$ cat config.mk
export PLATFORM = sky130hd
export DESIGN_NAME = orpm_ctrl
export DESIGN_NICKNAME = d
export VERILOG_FILES = /design/src/design/orpm_pkg.sv /design/src/design/orpm_ramp_chan.sv /design/src/design/orpm_ctrl.sv
export VERILOG_INCLUDE_DIRS = /design/src /design/src/design
export SDC_FILE = /design/constraint.sdc
export NUM_CORES = 1
export LEC_CHECK = 0
export CAP_MARGIN = 20
export CORE_MARGIN = 5
export CORE_UTILIZATION = 55
export DETAILED_ROUTE_END_ITERATION = 8
export DONT_BUFFER_PORTS = 1
export PLACE_DENSITY = 0.73
export REMOVE_ABC_BUFFERS = 1
export SLEW_MARGIN = 0
export SYNTH_ARGS = -nofsm -noshare
export SYNTH_HDL_FRONTEND = slang
export SYNTH_SLANG_ARGS = --single-unit
$ cat constraint.sdc
create_clock -name clk -period 2.5 [get_ports clk]
set_input_delay 0.5 -clock clk [delete_from_list [all_inputs] [get_ports clk]]
set_output_delay 0.5 -clock clk [all_outputs]
set_load 0.03 [all_outputs]
$ cat src/design/orpm_map.svh
// Register offsets, field positions, reset values and timing counts for
// the output ramp and power mode controller.
// Assumes a 25 MHz core clock and a simple byte-wide register port.
`ifndef ORPM_MAP_SVH
`define ORPM_MAP_SVH

// Register offsets
`define ORPM_ADDR_TARGET0 8'h08
`define ORPM_ADDR_TARGET1 8'h0a
`define ORPM_ADDR_TARGET2 8'h0c
`define ORPM_ADDR_TARGET3 8'h0e
`define ORPM_ADDR_RAMP_CTRL 8'h10
`define ORPM_ADDR_STEP_CFG 8'h11
`define ORPM_ADDR_GLOBAL_CFG 8'h12
`define ORPM_ADDR_OVL_STATE 8'h13
`define ORPM_ADDR_OVL_FLAG 8'h14

// Field positions
`define ORPM_BIT_RAMP_RATE 5
`define ORPM_BIT_FAST_START 4
`define ORPM_BIT_BIAS_LP 0
`define ORPM_BIT_INNER_OFF 1

// Reset values
`define ORPM_RST_RAMP_CTRL 8'h00
`define ORPM_RST_TARGET 8'h00
`define ORPM_RST_STEP_CFG 8'h00
`define ORPM_RST_GLOBAL_CFG 8'h00

// Overload threshold in valley current steps (150mA each, 1.2A max)
`define ORPM_VALLEY_MAX 4'h8

// Timing: clock period, slopes, step sizes, latencies
`define ORPM_CLK_PERIOD_NS 40
`define ORPM_SLOPE_RISE_UVUS 2000
`define ORPM_SLOPE_SLOW_UVUS 5000
`define ORPM_SLOPE_FAST_UVUS 10000
`define ORPM_STEP_COARSE_UV 25000
`define ORPM_STEP_FINE_UV 12500
`define ORPM_LAT_SLOW_US 100
`define ORPM_LAT_FAST_US 10
`define ORPM_LAT_SLOW_CYC \
   ((`ORPM_LAT_SLOW_US * 1000) / `ORPM_CLK_PERIOD_NS)
`define ORPM_LAT_FAST_CYC \
   ((`ORPM_LAT_FAST_US * 1000) / `ORPM_CLK_PERIOD_NS)
// Cycles per code step; rounded down so the slope is never slower
`define ORPM_STEP_CYC(stepuv, slope) \
   (((stepuv) * 1000 / (slope)) / `ORPM_CLK_PERIOD_NS)

`endif

$ cat src/design/orpm_pkg.sv
// Types shared by the output ramp and power mode controller.
// Assumes orpm_map.svh supplies all numeric constants.
package orpm_pkg;

   // Per-channel ramp sequencer states
   typedef enum logic [1:0] {
      ORPM_IDLE = 2'b00,
      ORPM_WAIT = 2'b01,
      ORPM_RAMP = 2'b10
   } orpm_ramp_state_e;

   // Decoded bias power mode
   typedef enum logic [1:0] {
      ORPM_PM_NORMAL = 2'b00,
      ORPM_PM_LOW = 2'b01,
      ORPM_PM_PARTIAL = 2'b10
   } orpm_pmode_e;

   // Ramp configuration seen by one channel
   typedef struct packed {
      logic riseSel;
      logic fastStart;
      logic rateFast;
      logic stepFine;
   } orpm_chan_cfg_s;

endpackage

$ cat src/design/orpm_ramp_chan.sv
// One channel's voltage reference ramp sequencer.
// Assumes targetWr is a one-cycle pulse with targetCode valid beside it.
`timescale 1ns/100ps
`include "orpm_map.svh"

module orpm_ramp_chan
   import orpm_pkg::*;
(
   // Clock and reset
   input wire logic clk,
   input wire logic reset_n,
   // Target update and configuration
   input wire logic [7:0] targetCode,
   input wire logic targetWr,
   input wire orpm_chan_cfg_s cfg,
   // Reference state
   output logic [7:0] refCode,
   output logic ramping
);

   localparam logic [11:0] LatSlow = 12'(`ORPM_LAT_SLOW_CYC);
   localparam logic [11:0] LatFast = 12'(`ORPM_LAT_FAST_CYC);
   localparam logic [11:0] CycCR = 12'(`ORPM_STEP_CYC(`ORPM_STEP_COARSE_UV,
      `ORPM_SLOPE_RISE_UVUS));
   localparam logic [11:0] CycCS = 12'(`ORPM_STEP_CYC(`ORPM_STEP_COARSE_UV,
      `ORPM_SLOPE_SLOW_UVUS));
   localparam logic [11:0] CycCF = 12'(`ORPM_STEP_CYC(`ORPM_STEP_COARSE_UV,
      `ORPM_SLOPE_FAST_UVUS));
   localparam logic [11:0] CycFR = 12'(`ORPM_STEP_CYC(`ORPM_STEP_FINE_UV,
      `ORPM_SLOPE_RISE_UVUS));
   localparam logic [11:0] CycFS = 12'(`ORPM_STEP_CYC(`ORPM_STEP_FINE_UV,
      `ORPM_SLOPE_SLOW_UVUS));
   localparam logic [11:0] CycFF = 12'(`ORPM_STEP_CYC(`ORPM_STEP_FINE_UV,
      `ORPM_SLOPE_FAST_UVUS));

   orpm_ramp_state_e state_r;
   logic [7:0] goal_r;
   logic [11:0] count_r;
   logic [11:0] stepCyc;
   logic [11:0] latCyc;

   // Cycles per code step from slope and step size
   always_comb begin
      if (!cfg.riseSel) begin
         stepCyc = cfg.stepFine ? CycFR : CycCR;
      end else if (cfg.rateFast) begin
         stepCyc = cfg.stepFine ? CycFF : CycCF;
      end else begin
         stepCyc = cfg.stepFine ? CycFS : CycCS;
      end
   end

   // Fast start only counts when the channel uses the global slope
   assign latCyc = (cfg.fastStart && cfg.riseSel) ? LatFast : LatSlow;

   assign ramping = (state_r != ORPM_IDLE);

   // Sequencer: latency wait, then one code per step interval
   always_ff @(posedge clk) begin
      if (!reset_n) begin
         state_r <= ORPM_IDLE;
         goal_r <= `ORPM_RST_TARGET;
         refCode <= `ORPM_RST_TARGET;
         count_r <= 12'h000;
      end else if (targetWr) begin
         goal_r <= targetCode;
         if (targetCode > refCode) begin
            // A rewrite mid-ramp restarts the latency from here
            state_r <= ORPM_WAIT;
            count_r <= latCyc - 12'h001;
         end else begin
            refCode <= targetCode;
            state_r <= ORPM_IDLE;
            count_r <= 12'h000;
         end
      end else begin
         unique case (state_r)
            ORPM_IDLE: begin
               count_r <= 12'h000;
            end
            ORPM_WAIT: begin
               if (count_r == 12'h000) begin
                  state_r <= ORPM_RAMP;
                  count_r <= stepCyc - 12'h001;
               end else begin
                  count_r <= count_r - 12'h001;
               end
            end
            ORPM_RAMP: begin
               if (refCode >= goal_r) begin
                  state_r <= ORPM_IDLE;
               end else if (count_r == 12'h000) begin
                  refCode <= refCode + 8'h01;
                  count_r <= stepCyc - 12'h001;
                  if (refCode + 8'h01 == goal_r) begin
                     state_r <= ORPM_IDLE;
                  end
               end else begin
                  count_r <= count_r - 12'h001;
               end
            end
            default: begin
               state_r <= ORPM_IDLE;
            end
         endcase
      end
   end

endmodule

$ cat src/design/orpm_ctrl.sv
// Top of the output ramp and power mode controller: register file,
// power mode decode, overload tracking and four ramp sequencers.
// Assumes a synchronous byte-wide register port driven by the serial
// interface logic, and valley current steps from the analog loop.
`timescale 1ns/100ps
`include "orpm_map.svh"

module orpm_ctrl
   import orpm_pkg::*;
(
   // Clock and reset
   input wire logic clk,
   input wire logic reset_n,
   // Register port
   input wire logic regWrEn,
   input wire logic [7:0] regAddr,
   input wire logic [7:0] regWrData,
   output logic [7:0] regRdData,
   // Analog loop status
   input wire logic [3:0] valleySteps,
   input wire logic [3:0] chanServiced,
   // Reference codes and ramp activity
   output logic [7:0] refCode0,
   output logic [7:0] refCode1,
   output logic [7:0] refCode2,
   output logic [7:0] refCode3,
   output logic [3:0] chanRamping,
   // Power mode controls
   output logic biasLowPower,
   output logic sectionsLowPower,
   output orpm_pmode_e powerMode,
   output logic fastStartActive
);

   ////////////////////////////////////////////////////////////////////////
   // Register storage

   logic [7:0] rampCtrl_r;
   logic [3:0] stepCfg_r;
   logic [1:0] globalCfg_r;
   logic [3:0] ovlState_r;
   logic [3:0] ovlFlag_r;
   logic [7:0] target_r [4];
   logic [3:0] targetWr;
   logic [7:0] refCode [4];

   // Target write strobes, one per channel
   always_comb begin
      targetWr[0] = regWrEn && (regAddr == `ORPM_ADDR_TARGET0);
      targetWr[1] = regWrEn && (regAddr == `ORPM_ADDR_TARGET1);
      targetWr[2] = regWrEn && (regAddr == `ORPM_ADDR_TARGET2);
      targetWr[3] = regWrEn && (regAddr == `ORPM_ADDR_TARGET3);
   end

   // Ramp control register, bits 7:6 reserved and read zero
   always_ff @(posedge clk) begin
      if (!reset_n) begin
         rampCtrl_r <= `ORPM_RST_RAMP_CTRL;
      end else if (regWrEn && regAddr == `ORPM_ADDR_RAMP_CTRL) begin
         rampCtrl_r <= {2'b00, regWrData[5:0]};
      end
   end

   // Step size and global configuration
   always_ff @(posedge clk) begin
      if (!reset_n) begin
         stepCfg_r <= 4'(`ORPM_RST_STEP_CFG);
         globalCfg_r <= 2'(`ORPM_RST_GLOBAL_CFG);
      end else if (regWrEn) begin
         if (regAddr == `ORPM_ADDR_STEP_CFG) begin
            stepCfg_r <= regWrData[3:0];
         end
         if (regAddr == `ORPM_ADDR_GLOBAL_CFG) begin
            globalCfg_r <= regWrData[1:0];
         end
      end
   end

   // Target codes held for readback
   always_ff @(posedge clk) begin
      if (!reset_n) begin
         for (int i = 0; i < 4; i++) begin
            target_r[i] <= `ORPM_RST_TARGET;
         end
      end else begin
         for (int i = 0; i < 4; i++) begin
            if (targetWr[i]) begin
               target_r[i] <= regWrData;
            end
         end
      end
   end

   ////////////////////////////////////////////////////////////////////////
   // Overload tracking

   logic overloadNow;
   assign overloadNow = (valleySteps >= `ORPM_VALLEY_MAX);

   // Live state follows the loop; flags stick, set beats a W1C clear
   always_ff @(posedge clk) begin
      if (!reset_n) begin
         ovlState_r <= 4'h0;
         ovlFlag_r <= 4'h0;
      end else begin
         ovlState_r <= {4{overloadNow}} & chanServiced;
         if (regWrEn && regAddr == `ORPM_ADDR_OVL_FLAG) begin
            ovlFlag_r <= (ovlFlag_r & ~regWrData[3:0]) |
               ({4{overloadNow}} & chanServiced);
         end else begin
            ovlFlag_r <= ovlFlag_r |
               ({4{overloadNow}} & chanServiced);
         end
      end
   end

   ////////////////////////////////////////////////////////////////////////
   // Power mode decode

   logic biasLp;
   logic innerOff;
   assign biasLp = globalCfg_r[`ORPM_BIT_BIAS_LP];
   assign innerOff = globalCfg_r[`ORPM_BIT_INNER_OFF];

   // Held in flops; the mode bits are meant to change only at rest
   always_ff @(posedge clk) begin
      if (!reset_n) begin
         biasLowPower <= 1'b0;
         sectionsLowPower <= 1'b0;
         powerMode <= ORPM_PM_NORMAL;
      end else if (!biasLp) begin
         biasLowPower <= 1'b0;
         sectionsLowPower <= 1'b0;
         powerMode <= ORPM_PM_NORMAL;
      end else if (!innerOff) begin
         biasLowPower <= 1'b1;
         sectionsLowPower <= 1'b1;
         powerMode <= ORPM_PM_LOW;
      end else begin
         biasLowPower <= 1'b0;
         sectionsLowPower <= 1'b1;
         powerMode <= ORPM_PM_PARTIAL;
      end
   end

   // Fast start costs quiescent current; shown for the bias sequencer
   always_ff @(posedge clk) begin
      if (!reset_n) begin
         fastStartActive <= 1'b0;
      end else begin
         fastStartActive <= rampCtrl_r[`ORPM_BIT_FAST_START] &&
            (rampCtrl_r[3:0] != 4'h0);
      end
   end

   ////////////////////////////////////////////////////////////////////////
   // Ramp sequencers

   for (genvar ch = 0; ch < 4; ch++) begin : gChan
      orpm_chan_cfg_s cfg;
      always_comb begin
         cfg.riseSel = rampCtrl_r[ch];
         cfg.fastStart = rampCtrl_r[`ORPM_BIT_FAST_START];
         cfg.rateFast = rampCtrl_r[`ORPM_BIT_RAMP_RATE];
         cfg.stepFine = stepCfg_r[ch];
      end
      orpm_ramp_chan uChan (
         .clk(clk),
         .reset_n(reset_n),
         .targetCode(regWrData),
         .targetWr(targetWr[ch]),
         .cfg(cfg),
         .refCode(refCode[ch]),
         .ramping(chanRamping[ch])
      );
   end

   assign refCode0 = refCode[0];
   assign refCode1 = refCode[1];
   assign refCode2 = refCode[2];
   assign refCode3 = refCode[3];

   ////////////////////////////////////////////////////////////////////////
   // Readback, one cycle after the address; unmapped reads zero

   always_ff @(posedge clk) begin
      if (!reset_n) begin
         regRdData <= 8'h00;
      end else begin
         unique case (regAddr)
            `ORPM_ADDR_TARGET0: regRdData <= target_r[0];
            `ORPM_ADDR_TARGET1: regRdData <= target_r[1];
            `ORPM_ADDR_TARGET2: regRdData <= target_r[2];
            `ORPM_ADDR_TARGET3: regRdData <= target_r[3];
            `ORPM_ADDR_RAMP_CTRL: regRdData <= rampCtrl_r;
            `ORPM_ADDR_STEP_CFG: regRdData <= {4'h0, stepCfg_r};
            `ORPM_ADDR_GLOBAL_CFG: regRdData <= {6'h00, globalCfg_r};
            `ORPM_ADDR_OVL_STATE: regRdData <= {4'h0, ovlState_r};
            `ORPM_ADDR_OVL_FLAG: regRdData <= {4'h0, ovlFlag_r};
            default: regRdData <= 8'h00;
         endcase
      end
   end

endmodule

* Word-level counts from Yosys, hierarchy flattened *
Memories as Yosys holds them, arrays and structs flattened.
Cells that the tools add are included.

operators by class
  $add $sub $neg = 16
  $mul = 0
  divide/modulo/power cells = 0
  order comparisons = 9
  equal/unequal tests = 49
  shifts and indexed selects = 0
  mux-type cells = 114
  bitwise operators = 9
  reductions and logical operators = 51

operators with widths
  kind                   number
  $mux 12                28
  $mux 8                 24
  $pmux 12 s3            4
  $sub 12x1->12 const B  12
  $pmux 8 s9             1
  $logic_not 12->1       4
  $mux 2                 21
  $eq 8x5->1 const B     5
  $mux 9                 4
  $add 8x1->8 const B    4
  $eq 8x4->1 const B     4
  $eq 8x8->1             4
  $ge 8x8->1             4
  $gt 8x8->1             4
  $ne 4x1->1 const B     8
  $reduce_and 4->1       8
  $mux 7                 4
  $mux 6                 4
  $pmux 2 s3             4
  $reduce_bool 2->1      12
  $reduce_bool 4->1      5
  $mux 1                 19
  $ne 2x1->1 const B     8
  $reduce_and 2->1       7
  13 further kinds       46

word-level totals
  register bits after elaboration = 153
  latch bits = 0
  RAM bits = 32
  ROM bits = 0
  bits of input ports = 27
  output and inout bits = 49
  logic and storage cells = 275
  memories kept = 1

memories
  memory    depth  bits a word  read ports  clocked after memory_dff  write ports  RTL line         RTL
  target_r  4      8            4           0                         4            orpm_ctrl.sv:43  logic [7:0] target_r [4];

* Longest topological paths before layout *
  word-level depth = 8
  gate-level depth with buffers = 11
  mapped depth without buffers = 11

* By module *
A second synthesis with hierarchy kept.

second synthesis, totals
  cell total of the unflattened synthesis = 1,472
  area total of the unflattened synthesis = 12,396.9 um^2

modules (own cells, without submodules)
  module                                times used  cells an instance  area each (um^2)  sequential area each (um^2)
  orpm_ramp_chan at gChan[1].uChan ...  3           305                2,389.8           600.6
  orpm_ctrl                             1           254                2,842.7           1,601.5
  orpm_ramp_chan at gChan[0].uChan      1           303                2,384.8           600.6

* Worst setup path after synthesis *
OpenSTA, ideal clock, no wires.

  path kind = register to register
  start point = register gChan[1].uChan.refCode[2]
  end point = register gChan[1].uChan.refCode[0]
  library setup time = 128 ps
  arrival time = 2,798 ps
  required time = 2,372 ps
  setup slack = -425 ps
  stages on the path, launching flop included = 11
  path buffers = 1
  period minus slack after synthesis = 2,925 ps
  cell sequence = dfxtp_1 > inv_1 > ha_1 > a21o_1 > a221o_1 > a221o_1 > a21oi_1 > nor2b_1 > buf_2 > a221oi_1 > nor2_1

on the way
  word-level cells in the longest chain between the ends = 3
  elaborated cells between the ends (all ways) = 5
  those cells by class = order compare (2); eq/ne (2); reduce/logical (1)

ends and longest elaborated chain
  element                                                           RTL line                                    RTL
  start: declaration                                                orpm_ramp_chan.sv:17                        output logic [7:0] refCode,
  start signal: assignment                                          orpm_ramp_chan.sv:63                        refCode <= `ORPM_RST_TARGET;
  start signal: assignment                                          orpm_ramp_chan.sv:72                        refCode <= targetCode;
  start signal: assignment                                          orpm_ramp_chan.sv:93                        refCode <= refCode + 8'h01;
  $gt 8x8->1 / $ge 8x8->1 (equally long branches)                   orpm_ramp_chan.sv:67, orpm_ramp_chan.sv:90
  $ne 2x2->1 (no source line) / $ne 2x1->1 (equally long branches)  n/a
  $reduce_and 4->1 (no source line) *                               n/a

Every way passes the cells marked *; elsewhere a longest branch is shown, timed or not.
A chain may end at the register's enable or synchronous reset.

* Worst setup path after layout *
  start point = register gChan[1].uChan.count_r[9]
  end point = register gChan[1].uChan.count_r[8]

on the way
  word-level cells in the longest chain between the ends = 5

ends and longest elaborated chain
  element                   RTL line                                    RTL
  start: declaration        orpm_ramp_chan.sv:38                        logic [11:0] count_r;
  start signal: assignment  orpm_ramp_chan.sv:70                        count_r <= latCyc - 12'h001;
  start signal: assignment  orpm_ramp_chan.sv:84                        count_r <= stepCyc - 12'h001;
  start signal: assignment  orpm_ramp_chan.sv:86                        count_r <= count_r - 12'h001;
  $logic_not 12->1 *        orpm_ramp_chan.sv:82, orpm_ramp_chan.sv:92
  $mux 12 *                 orpm_ramp_chan.sv:82, orpm_ramp_chan.sv:92
  $mux 12                   orpm_ramp_chan.sv:90                        if (refCode >= goal_r) begin
  $pmux 12 s3 *             orpm_ramp_chan.sv:77                        unique case (state_r)
  $mux 12 *                 orpm_ramp_chan.sv:65                        end else if (targetWr) begin

Every way passes the cells marked *; elsewhere a longest branch is shown, timed or not. The select of a mux whose other input is x is not followed.

==> key figures <==
Outcome
  – Status: finished, violations left
  – Violated checks: setup timing

Route
  – Vias post-DR: 11,400
  – DR vias/cell: 6.35
  – Wire per inst: 19.9 um
  – Total Wirelength: 35.9 mm
  – Number of detailed-route iterations in the first pass: 6
  – DRC violations left: 0
  – Routed Antenna Nets: 0
  – DRT iter0 DRCs: roughly 1,100

Floorplan
  – Core Region: about 0.021 mm^2
  – Die Area: between 0.02 and 0.025 mm^2
  – Std cell rows: 53
  – Initial Util: 55.4%
  – I/O pin cnt: between 70 and 80
  – Die X: between 150 and 200 um
  – Die Ht: 155 um

Setup path
  – Worst reg-to-reg path cell count: 11
  – Reg2reg end: gChan[1].uChan.count_r[8]$_SDFFE_PN0P_
  – CP max stage cell: nor3_1
  – Worst stage delay on the critical path: 0.51 ns
  – Crit-path max FO: 5
  – Worst Setup SP: gChan[1].uChan.count_r[9]$_SDFFE_PN0P_
  – R2r startpoint: gChan[1].uChan.count_r[9]$_SDFFE_PN0P_
  – R2r setup slk: -0.12 ns
  – CP Capture Type: flop
  – Startpoint types: flop
  – Critical path arrival: 3.01 ns
  – WP data required: 2.89 ns
  – Path type of the worst setup path: reg2reg
  – Critical path cell sequence: nor3_1 > nand2_1 > nor2_4 > a31oi_4 > ha_4 > nand2_4 > a311oi_4 > buf_4 > a31o_4 > o211ai_1 > o211a_1
  – Worst setup path end: gChan[1].uChan.count_r[8]$_SDFFE_PN0P_

Clock tree
  – H-tree Lvls: 4
  – Worst skew pair latency: 0.44 ns
  – Hold_buf cts: 0
  – Num CTS Buffers: 17
  – CTS max path bufs: 2
  – Clock-pin slew on the worst setup and hold paths: roughly 0.070 ns
  – Clock Sinks: 184
  – Root Buffer: clkbuf_16
  – CTS tree: done

Yosys
  – Syn Area/Cell: 8.30 um^2
  – Netlist cell types: 87
  – FFs w/ async S/R, synth: 0%
  – Synth Cell Area: 0.0115 mm^2
  – Warnings from Yosys: 0
  – Post-synthesis sequential area ratio: 34.7%
  – EDFF count, synth: 32
  – Top FF cell, synth: dfxtp_1
  – Post-Synthesis Cells: 1,389
  – Yosys reg bits: 184

GRT
  – First-pass GRT wire length: 55.5 mm
  – Initial antenna violation count: 0
  – Largest net degree at the start of global routing: 60
  – Gr usage total: 28.5%
  – Vias in the first global route: about 11,000
  – GRT Residual Overflow: 0

STA
  – WHS: 0.197 ns
  – Final setup fails: 3
  – Worst clock skew: 0.00998 ns
  – Worst Tran Pin Value: just under 0.7 ns
  – Worst path setup slack after routing: -0.119 ns
  – Final hold violations: 0
  – Max frequency: ~0.38 GHz
  – Fin. max-slew vios: 0
  – RSZ-0062 raised after global routing: true
  – Slew HR: between 50% and 60%
  – Tmin final: 2.62 ns
  – Final setup TNS: -0.269 ns
  – Fin crit share: 105%

Layout
  – Final core utilization: 66.2%
  – Reg area: between 0.004 and 0.005 mm^2
  – Diode count: 0
  – Commonest cells after routing, fill and taps aside: 152 x nor2_1, 152 x buf_4, 151 x dfxtp_1
  – Fillers: 1,714
  – Layout cells sized above 1: 17.4%
  – Final net count: 1,636
  – Area Growth Syn to Fin: 19.6%
  – Area of the multi-input gates: 0.00721 mm^2

Flow run
  – Max-cap violations: 0

Pwr
  – PwrDens: ~440 mW/mm^2
  – Lkg Pwr: 5.58 nW
  – Overall power: roughly 6.1 mW
  – VDD IR max: about 0.00045 V

Worst hold path
  – Worst min path class: in2reg

Place
  – Port Buffers: 0
  – DP Wirelength: 25.0 mm
  – Final GP Congestion: 0.917
[cells in the mapped netlist (all sizes together) (4+ instances only)]
cell type  count  share of area, %
nand4         18               1.0
o211ai        13              0.85
a21oi         89               3.9
a311oi        19               1.4
o32ai          6              0.46
mux2i         27               2.3
xnor2         26               2.0
a41oi          4              0.30
a211oi        17               1.2
a31o           4              0.30
o21ai         66               2.9
o22ai         43               2.3
nor3b          6              0.39
inv          100               3.3
o211a          6              0.52
o21a          15              0.98
o31a           8              0.61
buf           12              0.67
ha            96                10
and2           7              0.38
o31ai          6              0.39
nor2b         14              0.76
and3          17              0.92
nand3         42               1.9
edfxtp        32               8.3
or2            7              0.38
a211o          8              0.61
a21o          14              0.91
xor2          21               1.6
o2111ai        4              0.36
nor4          13              0.89
a22oi         17               1.1
dfxtp        152                26
or3           11              0.64
clkbuf        44               1.4
a31oi         21               1.1
nand2        110               3.6
nand2b        13              0.73
nor3          45               2.0
or4            7              0.55
nor2         157               5.3
[cell families (layout without fill, tap and decap cells)]
logic type	Yosys count	after routing	share of synthesized area [%]
compound gates	398	398	23.2
fa+ha+maj	97	97	10.5
flops	184	184	34.7
mux	28	28	2.44
xor+xnor	47	47	3.57
buf+inv	159	296	5.46
simple gates	476	476	20.0
[cell type report]
class,instances,share of cell area (%)
Multi-Input combinational cell,1046,52.3
Sequential cell,184,29.1
Timing Repair Buffer,161,9.20
Clock buffer,20,3.24
Inverter,103,2.81
Tap cell,275,2.50
Clock inverter,12,0.917
[how the worst min path moves through the flow]
stage / start / end / slack, ns / depth (start not counted)
after floorplan: globalCfg_r[1]$_SDFFE_PN0P_ / powerMode[0]$_SDFF_PN0_ / 0.43 / 1
after global placement: gChan[2].uChan.goal_r[0]$_SDFFE_PN0P_ / gChan[2].uChan.goal_r[0]$_SDFFE_PN0P_ / 0.44 / 1
after detailed placement: gChan[0].uChan.goal_r[0]$_SDFFE_PN0P_ / gChan[0].uChan.goal_r[0]$_SDFFE_PN0P_ / 0.45 / 1
after CTS: reset_n / gChan[0].uChan.count_r[10]$_SDFFE_PN0P_ / 0.19 / 1
after global routing: reset_n / gChan[2].uChan.refCode[4]$_SDFFE_PN0P_ / 0.19 / 1
final: reset_n / gChan[0].uChan.count_r[10]$_SDFFE_PN0P_ / 0.20 / 1
[report_power, final]
| group | leakage [nW] | switching (mW) | internal (mW) |
|---|---|---|---|
| clock | 0.271 | 1.21 | 1.50 |
| sequential | 1.53 | 0.0202 | 3.05 |
| combinational | 3.78 | 0.188 | 0.117 |
| total | 5.58 | 1.42 | 4.66 |
[state kept, by name, summed over array words and instances (netlist names)]
register and count:
gChan.uChan.count_r 48, gChan.uChan.goal_r 32, gChan.uChan.refCode 32, target_r 32, gChan.uChan.state_r 8, regRdData 8, rampCtrl_r 6, ovlFlag_r 4
ovlState_r 4, stepCfg_r 4, globalCfg_r 2, powerMode 2, fastStartActive 1, sectionsLowPower 1
[through the flow]
step           cell area (um^2)  worst slack, ns  std cells
6_report                  13800           -0.119       1801
5_1_grt                   13800           -0.252       1801
4_1_cts                   13400         -0.00813       1796
3_5_place_dp              12800          -0.0396       1761
3_3_place_gp              12800          -0.0106       1761
2_1_floorplan             11300           -0.436       1333
[critical path: cells and delay by family, from the launching register on]
family	cells	cell delay (ns)
flops	1	0.36
buf+inv	1	0.21
compound gates	5	0.73
fa+ha+maj	1	0.22
simple gates	4	1.06
[per-layer routing]
metal,global-route usage (%),wire [um]
met1,37.6,14600
met2,47.9,17200
met3,5.60,3330
met4,7.65,784
met5,0,0
[repair_timing]
action,in CTS,in global routing
resized for setup,7,70
pin swaps,5,24
endpoints found under the setup margin,10,62
cloned,0,0
buffers inserted,3,8
Note: power is estimated with default switching activity, not from simulation.
